### src/logic/load_shed_pkg.sv
// constants for the paired shed-and-restore control
package load_shed_pkg;
	localparam logic [3:0] CTRL_ADDR = 4'h0;
	localparam logic [3:0] RTIME_ADDR = 4'h4;
	localparam logic [3:0] STAT_ADDR = 4'h8;
	localparam int CTRL_PAIR_EN = 0;
	localparam int CTRL_PERMIT = 1;
	localparam int CTRL_SHED_TYPE = 2;
	localparam int STAT_CCR = 0;
	localparam int STAT_OF = 1;
	localparam int STAT_BRK = 2;
	localparam int STAT_TCF = 3;
	localparam int RTIME_W = 16;
	localparam logic [2:0] CTRL_RST = 3'h0;
	localparam logic [RTIME_W-1:0] RTIME_RST = 16'h0000;
	localparam logic [31:0] DATA_ZERO = 32'h0000_0000;
	typedef enum logic [1:0] {
		ST_IDLE = 2'b00,
		ST_SHED = 2'b01,
		ST_RESTORE = 2'b10
	} shed_state_e;
endpackage : load_shed_pkg

### src/logic/load_shed_reclose_ctrl.sv
// paired shed-and-restore control for frequency elements number 1
//
// Implementation choices: the Avalon-MM interface to the registers and the address map.
`timescale 1ns/1ps
module load_shed_reclose_ctrl
	import load_shed_pkg::*;
(
	input wire logic ref_clk,
	input wire logic sys_rst,
	input wire logic [3:0] address,
	input wire logic read,
	input wire logic write,
	input wire logic [31:0] writedata,
	output logic [31:0] readdata,
	output logic waitrequest,
	input wire logic uf_operate,
	input wire logic roc_operate,
	input wire logic of_above_pickup,
	input wire logic of_below_reset,
	input wire logic [2:0] element_block_input,
	input wire logic breaker_open_input,
	input wire logic trip_circuit_failure,
	output logic open_cmd,
	output logic close_cmd,
	output logic close_cancelled_flag
);
	// element_block_input: bit0 underfrequency, bit1 rate, bit2 overfrequency
	logic [7:0] sync1;
	logic [7:0] sync2;
	logic init_prev;
	logic [2:0] ctrl;
	logic [RTIME_W-1:0] rtime;
	logic [RTIME_W-1:0] rcnt;
	shed_state_e state;
	logic uf_s;
	logic roc_s;
	logic above_s;
	logic below_s;
	logic [2:0] blk_s;
	logic brk_s;
	logic tcf_s;
	logic bus_go;
	logic wr_ok;
	logic permit;
	logic init_lvl;
	logic init_blk;
	logic shed_go;
	logic armed;
	logic restore_go;
	logic of_drop;

	// pins are asynchronous to ref_clk
	always_ff @(posedge ref_clk or posedge sys_rst) begin
		if (sys_rst) begin
			sync1 <= 8'h00;
			sync2 <= 8'h00;
		end else begin
			sync1 <= {trip_circuit_failure, breaker_open_input, element_block_input,
				of_below_reset, of_above_pickup, uf_operate};
			sync2 <= sync1;
		end
	end

	// rate operate travels in its own stage pair
	logic roc_m;
	logic roc_q;
	always_ff @(posedge ref_clk or posedge sys_rst) begin
		if (sys_rst) begin
			roc_m <= 1'b0;
			roc_q <= 1'b0;
		end else begin
			roc_m <= roc_operate;
			roc_q <= roc_m;
		end
	end

	assign uf_s = sync2[0];
	assign roc_s = roc_q;
	assign above_s = sync2[1];
	assign below_s = sync2[2];
	assign blk_s = sync2[5:3];
	assign brk_s = sync2[6];
	assign tcf_s = sync2[7];

	assign permit = ctrl[CTRL_PAIR_EN] && ctrl[CTRL_PERMIT];
	assign init_lvl = ctrl[CTRL_SHED_TYPE] ? roc_s : uf_s;
	assign init_blk = ctrl[CTRL_SHED_TYPE] ? blk_s[1] : blk_s[0];
	// edge of the initiator so a held trip gives one open only
	assign shed_go = (state == ST_IDLE) && permit && !init_blk
		&& init_lvl && !init_prev;
	assign armed = (state == ST_SHED) && brk_s && permit && !blk_s[2];
	// above_s is the element's operate level on the still-energised side
	assign restore_go = armed && above_s;
	assign of_drop = below_s && (rcnt >= rtime);

	always_ff @(posedge ref_clk or posedge sys_rst) begin
		if (sys_rst) begin
			init_prev <= 1'b0;
		end else begin
			init_prev <= init_lvl;
		end
	end

	// the single step: latch lives only in this state machine
	always_ff @(posedge ref_clk or posedge sys_rst) begin
		if (sys_rst) begin
			state <= ST_IDLE;
		end else if (!ctrl[CTRL_PAIR_EN]) begin
			state <= ST_IDLE;
		end else begin
			case (state)
				ST_IDLE: begin
					if (shed_go) begin
						state <= ST_SHED;
					end
				end
				ST_SHED: begin
					if (restore_go) begin
						state <= ST_RESTORE;
					end
				end
				ST_RESTORE: begin
					if (of_drop) begin
						state <= ST_IDLE;
					end
				end
				default: begin
					state <= ST_IDLE;
				end
			endcase
		end
	end

	// reset timer of the paired overfrequency element
	always_ff @(posedge ref_clk or posedge sys_rst) begin
		if (sys_rst) begin
			rcnt <= RTIME_RST;
		end else if (state != ST_RESTORE || !below_s) begin
			rcnt <= RTIME_RST;
		end else if (rcnt != {RTIME_W{1'b1}}) begin
			rcnt <= rcnt + 16'h0001;
		end
	end

	always_ff @(posedge ref_clk or posedge sys_rst) begin
		if (sys_rst) begin
			open_cmd <= 1'b0;
			close_cmd <= 1'b0;
		end else begin
			open_cmd <= shed_go;
			close_cmd <= restore_go && !tcf_s;
		end
	end

	// avalon slave: one wait state, write lands when waitrequest is low
	assign bus_go = (read || write) && waitrequest;
	assign wr_ok = write && !waitrequest;

	always_ff @(posedge ref_clk or posedge sys_rst) begin
		if (sys_rst) begin
			waitrequest <= 1'b1;
		end else begin
			waitrequest <= !bus_go;
		end
	end

	always_ff @(posedge ref_clk or posedge sys_rst) begin
		if (sys_rst) begin
			ctrl <= CTRL_RST;
			rtime <= RTIME_RST;
		end else if (wr_ok) begin
			if (address == CTRL_ADDR) begin
				ctrl <= writedata[2:0];
			end else if (address == RTIME_ADDR) begin
				rtime <= writedata[RTIME_W-1:0];
			end
		end
	end

	// set beats the write-one clear in the same cycle
	always_ff @(posedge ref_clk or posedge sys_rst) begin
		if (sys_rst) begin
			close_cancelled_flag <= 1'b0;
		end else if (restore_go && tcf_s) begin
			close_cancelled_flag <= 1'b1;
		end else if (wr_ok && address == STAT_ADDR && writedata[STAT_CCR]) begin
			close_cancelled_flag <= 1'b0;
		end
	end

	// status shows no shed latch on purpose
	always_ff @(posedge ref_clk or posedge sys_rst) begin
		if (sys_rst) begin
			readdata <= DATA_ZERO;
		end else if (bus_go && read) begin
			readdata <= DATA_ZERO;
			if (address == CTRL_ADDR) begin
				readdata[2:0] <= ctrl;
			end else if (address == RTIME_ADDR) begin
				readdata[RTIME_W-1:0] <= rtime;
			end else if (address == STAT_ADDR) begin
				readdata[STAT_CCR] <= close_cancelled_flag;
				readdata[STAT_OF] <= (state == ST_RESTORE);
				readdata[STAT_BRK] <= brk_s;
				readdata[STAT_TCF] <= tcf_s;
			end
		end
	end
endmodule : load_shed_reclose_ctrl

### config.mk
export PLATFORM = sky130hd
export DESIGN_NAME = load_shed_reclose_ctrl
export DESIGN_NICKNAME = d
export VERILOG_FILES = /design/src/logic/load_shed_pkg.sv /design/src/logic/load_shed_reclose_ctrl.sv
export SDC_FILE = /design/constraint.sdc
export NUM_CORES = 1
export LEC_CHECK = 0
export BUFFER_PORTS_ARGS = -buffer_cell sky130_fd_sc_hd__buf_2
export CAP_MARGIN = 20
export CORE_MARGIN = 2
export CORE_UTILIZATION = 54
export DETAILED_ROUTE_END_ITERATION = 10
export GPL_TIMING_DRIVEN = 1
export PLACE_DENSITY = 0.8
export SLEW_MARGIN = 40
export SYNTH_ARGS = -nofsm -noshare
export SYNTH_HDL_FRONTEND = slang
export SYNTH_SLANG_ARGS = --single-unit
export TNS_END_PERCENT = 5
### constraint.sdc
create_clock -name ref_clk -period 2.8 [get_ports ref_clk]
set_clock_uncertainty 0.05 [all_clocks]
set_input_delay 0.56 -clock ref_clk [delete_from_list [all_inputs] [get_ports ref_clk]]
set_output_delay 0.56 -clock ref_clk [all_outputs]
set_load 0.02 [all_outputs]
# Yosys cells after proc, flatten, opt, wreduce, memory -nomap -nowiden
# Index checks and enable logic that the tools add are counted.
# word_totals
ff_bits	76
latchBits	0
ramBits	0
romBits	0
inputBits	49
output_inout_bits	36
word_cells	75
mem_count	0
# classes
add_sub_neg	1
mul	0
div_mod_pow	0
magnitude_cmp	1
eq_ne	9
n_shift	0
muxes	16
n_bitwise	1
n_reduce_logical	33
# ops
operator	n
two-way mux 16 bit	2
logical AND 1 bit	17
adder 16 x 1 -> 16 bit, second input constant	1
>= comparator 16 bit	1
inequality test 16 bit, second input constant	1
two-way mux 13 bit	1
two-way mux 12 bit	1
inequality test 3 bit, second input constant	3
two-way mux 2 bit	4
two-way mux 4 bit	2
zero test 1 bit	7
one-hot mux 2 bit (3 select lines)	1
AND reduction 3 bit	2
== test 4 x 3 -> 1 bit, second input constant	1
== test 4 bit, second input constant	1
zero test 4 bit	1
two-way mux 1 bit	4
nonzero test 2 bit	2
two-way mux 3 bit	1
== test 2 x 1 -> 1 bit, second input constant	1
== test 2 bit, second input constant	1
zero test 2 bit	1
logical OR 1 bit	2
inequality test 2 bit, second input constant	1
2 further kinds	2

# Depth between registers and ports, before layout
# depth
ltp_word	8
mapped_depth	6
ltp_nobuf	6

# Least setup slack after synthesis
# OpenSTA, ideal clock, no wires.
# synth_path
kind	input port to flip-flop
startpoint	in address[2]
endpoint	reg rtime[0]
setup_ns	0.125
arrival_ns	1.812
required_ns	2.625
setup_slack_ns	0.812
stages	6
n_path_buf	3
path_cell_list	buf_6 > and2b_1 > or4b_1 > buf_6 > buf_12 > mux2_4
# synth_via
elab_chain_len	3
elab_cells_between_ends	4
cone_classes	eq/ne (1); bitwise (1); reduce/logical (2)
# synth_rtl
element	line	rtl
from (decl)	load_shed_reclose_ctrl.sv:10	input wire logic [3:0] address,
zero test 4 bit	load_shed_reclose_ctrl.sv:172	if (address == CTRL_ADDR) begin
NOT 1 bit (no line)	-	
AND reduction 3 bit (no line) *	-	
to (signal assigned)	load_shed_reclose_ctrl.sv:175	rtime <= writedata[RTIME_W-1:0];
to (decl)	load_shed_reclose_ctrl.sv:32	logic [RTIME_W-1:0] rtime;
# Mark *: on every way between the ends. The rest lies on a longest branch, timed or not.
# A chain may end at the register's enable or synchronous reset.

# Worst setup path after layout
# layout_path
startpoint	reg waitrequest
endpoint	reg rtime[6]
# layout_via
elab_chain_len	3
# layout_rtl
element	line	rtl
from (decl)	load_shed_reclose_ctrl.sv:15	output logic waitrequest,
from (signal assigned)	load_shed_reclose_ctrl.sv:163	waitrequest <= !bus_go;
zero test 1 bit	load_shed_reclose_ctrl.sv:157	assign wr_ok = write && !waitrequest;
logical AND 1 bit	load_shed_reclose_ctrl.sv:157	
AND reduction 3 bit (no line)	-	
# No other way between the ends.

==> impl_metrics.env <==
export IMPL_drc=10
export IMPL_h_tree_depth=3
export IMPL_die_h_um=85.8
export IMPL_drt_wl_total_um=7120
export IMPL_viasPerCell=5.70
export IMPL_drt_iter0_markers=128
export IMPL_clock_sinks=76
export IMPL_die_w_um=85.8
export IMPL_diodes=0
export IMPL_drv_slew=0
export IMPL_worst_path_stages=4
export IMPL_leakage_nw=2.01
export IMPL_postCtsSetupRepairBufs=0
export IMPL_fin_tns_setup_ns=0
export IMPL_insertion_delay_ns=0.36
export IMPL_ys_types=52
export IMPL_outcome="finished, violations left"
export IMPL_hold_class="in2async"
export IMPL_start_util=0.563
export IMPL_syn_area_per_cell_sq_um=11.6
export IMPL_power_density_nw_per_um2=617
export IMPL_period_share=0.723
export IMPL_cp_max_fo=12
export IMPL_dr_pass1_iters=10
export IMPL_ir_worst_vdd_mv=0.309
export IMPL_dieArea_sq_um=7360
export IMPL_seq_power_share=0.498
export IMPL_root_buffer="clkbuf_8"
export IMPL_cpMaxStageDelayCell="or4b_1"
export IMPL_place_gp_congestion=0.837
export IMPL_nets=432
export IMPL_synth_seq_cells=76
export IMPL_critPathLaunchType="register"
export IMPL_timing_hold_ws_ns=0.236
export IMPL_cts_buffers_inserted=9
export IMPL_ys_flop_type="dfrtp_1"
export IMPL_cpPeakStageDelay_ns=0.69
export IMPL_clock_fmax_mhz=494
export IMPL_async_flop_share=1.00
export IMPL_grt_max_degree=42
export IMPL_p_sw_frac=0.268
export IMPL_wire_per_inst_um=15.9
export IMPL_grt_pass1_vias=2535
export IMPL_postCtsResizedCells=0
export IMPL_cp_num_buf_inv=1
export IMPL_cp_data_required_time_ns=3.00
export IMPL_tightest_slew_ns=0.751
export IMPL_rsz0062_at_grt="no"
export IMPL_syn_inst=311
export IMPL_syn2layout_area_growth_pct=13.3
export IMPL_drive_gt1_frac=0.267
export IMPL_ant_nets=0
export IMPL_hold_viol_final=0
export IMPL_violations="DRC"
export IMPL_p_int_mw=1.85
export IMPL_cts_tree="built"
export IMPL_crit_arrival_ns=2.22
export IMPL_synth_edf_count=0
export IMPL_syn_area_sq_um=3610
export IMPL_min_period_ns=2.02
export IMPL_path_cells="nand2b_1, or4b_1, buf_4, mux2_4"
export IMPL_hpwl_um=5120
export IMPL_setup_viol=0
export IMPL_r2r_worst_path_cells=4
export IMPL_seq_area_frac_synth=0.526
export IMPL_grt_pass1_wl_um=11800
export IMPL_pwr_share_clk=0.371
export IMPL_path_clk_slew_ns=0.08
export IMPL_core_sq_um=6420
export IMPL_clk_path_buf_depth=2
export IMPL_slew_headroom=0.495
export IMPL_critical_path_class="reg2reg"
export IMPL_core_rowCount=29
export IMPL_worst_setup_path_end_kind="register"
export IMPL_io_buffers=52
export IMPL_switchingPower_mw=0.677
export IMPL_post_route_util=0.638
export IMPL_num_io_pins=85
export IMPL_combPwrFrac=0.131
export IMPL_vias=2554
export IMPL_cts_hold_buffers=0
export IMPL_grt_overflow=0
export IMPL_yosys_warnings=0
export IMPL_grt_util_all_layers=0.206
export IMPL_cap_violations=0
export IMPL_antenna_found_initial=0
export IMPL_cp_top_family="simple AND/OR/NAND/NOR gates"
## state kept, by name (all words and copies together) (netlist names), 2 cells and up
signal,flops
ctrl,3
readdata,16
state,2
rcnt,16
sync2,8
sync1,8
rtime,16
## metrics by stage
step / power (mW) / area (sq um) / instances / worst slack [ns]
floorplan: 1.52 / 3670 / 326 / 0.253
global placement: 1.58 / 3870 / 432 / 0.540
detailed placement: 1.60 / 3870 / 432 / 0.524
CTS: 2.54 / 4100 / 448 / 0.774
global route: 2.63 / 4100 / 448 / 0.718
finish: 2.53 / 4100 / 448 / 0.776
## path summary, 6_finish.rpt
check	start	endpoint	slack, ns
hold reg to reg	roc_m	roc_q	0.30
setup / recovery	waitrequest	rtime[6]	0.78
setup reg to reg	waitrequest	rtime[6]	0.78
min in group ref_clk	element_block_input[1]	sync1[4]	0.25
max in group asynchronous	sys_rst	waitrequest	2.08
hold / removal	sys_rst	sync1[2]	0.24
## layer usage
layer | part of all wire | track usage
met5 | 0 | 0
met4 | 0.020 | 0.0895
met3 | 0.051 | 0.0472
met2 | 0.49 | 0.337
met1 | 0.43 | 0.265
## worst reg2reg max path: stages (launching register included)
cell and delay (ns):
dfstp_2 0.39, nand2b_1 0.19, or4b_1 0.69, buf_4 0.28, mux2_4 0.32
## kinds of logic after synthesis
family	synth area share
AND/OR/NAND/NOR	0.126
flip-flops	0.526
AO/OA/AOI/OAI	0.120
buffers and inverters	0.0748
multiplexers	0.0897
adder cells (fa/ha/maj)	0.0588
other	0.00104
XOR/XNOR	0.00242
## cell usage after synthesis (5+ instances only)
| library cell | n | area share |
|---|---|---|
| dfrtp_1 | 75 | 0.52 |
| nand2_1 | 21 | 0.022 |
| inv_1 | 19 | 0.020 |
| ha_1 | 17 | 0.059 |
| a21oi_1 | 16 | 0.022 |
| a22o_1 | 16 | 0.039 |
| buf_4 | 16 | 0.033 |
| o21ai_0 | 12 | 0.017 |
| mux2_2 | 11 | 0.034 |
| mux2_4 | 10 | 0.042 |
| nand3_1 | 8 | 0.011 |
| clkbuf_1 | 7 | 0.0073 |
| nand4_1 | 7 | 0.012 |
| nor2_1 | 7 | 0.0073 |
| nand2b_1 | 6 | 0.010 |
| mux2i_1 | 5 | 0.014 |
| or4_1 | 5 | 0.010 |
## power by group through the flow
stage | clock network [mW] | registers (mW) | logic (mW)
floorplan | 0 | 1.27 | 0.247
global placement | 0 | 1.27 | 0.312
detailed placement | 0 | 1.28 | 0.328
CTS | 0.951 | 1.26 | 0.332
global route | 0.995 | 1.27 | 0.363
finish | 0.937 | 1.26 | 0.330
## layout by cell type, fill, tap and decap left out, types with 3 or more instances in the layout
cell	netlist	final
a22o_1	16	16
buf_2	1	52
nor3_1	4	4
o31ai_1	4	4
and4_1	4	4
nor2_1	7	7
nand2_1	21	21
or4_1	5	5
dfrtp_1	75	75
mux2i_1	5	5
conb_1	1	16
nand4_1	7	7
o21ai_0	12	12
nand2b_1	6	6
mux2_2	11	11
buf_4	16	5
clkbuf_8	0	9
nand3_1	8	8
a21oi_1	16	16
nor4_1	3	3
mux2_4	10	10
ha_1	17	17
inv_1	19	18
## cell type report
type / count / area, sq um
fill: 486 / 2330
sequential: 76 / 1900
multi-input combinational: 203 / 1500
timing repair buffer: 57 / 298
clock buffer: 9 / 124
clock inverter: 7 / 98.8
tap: 77 / 96.3
inverter: 19 / 71.3
No activity file was read; power rests on OpenSTA's default activity.
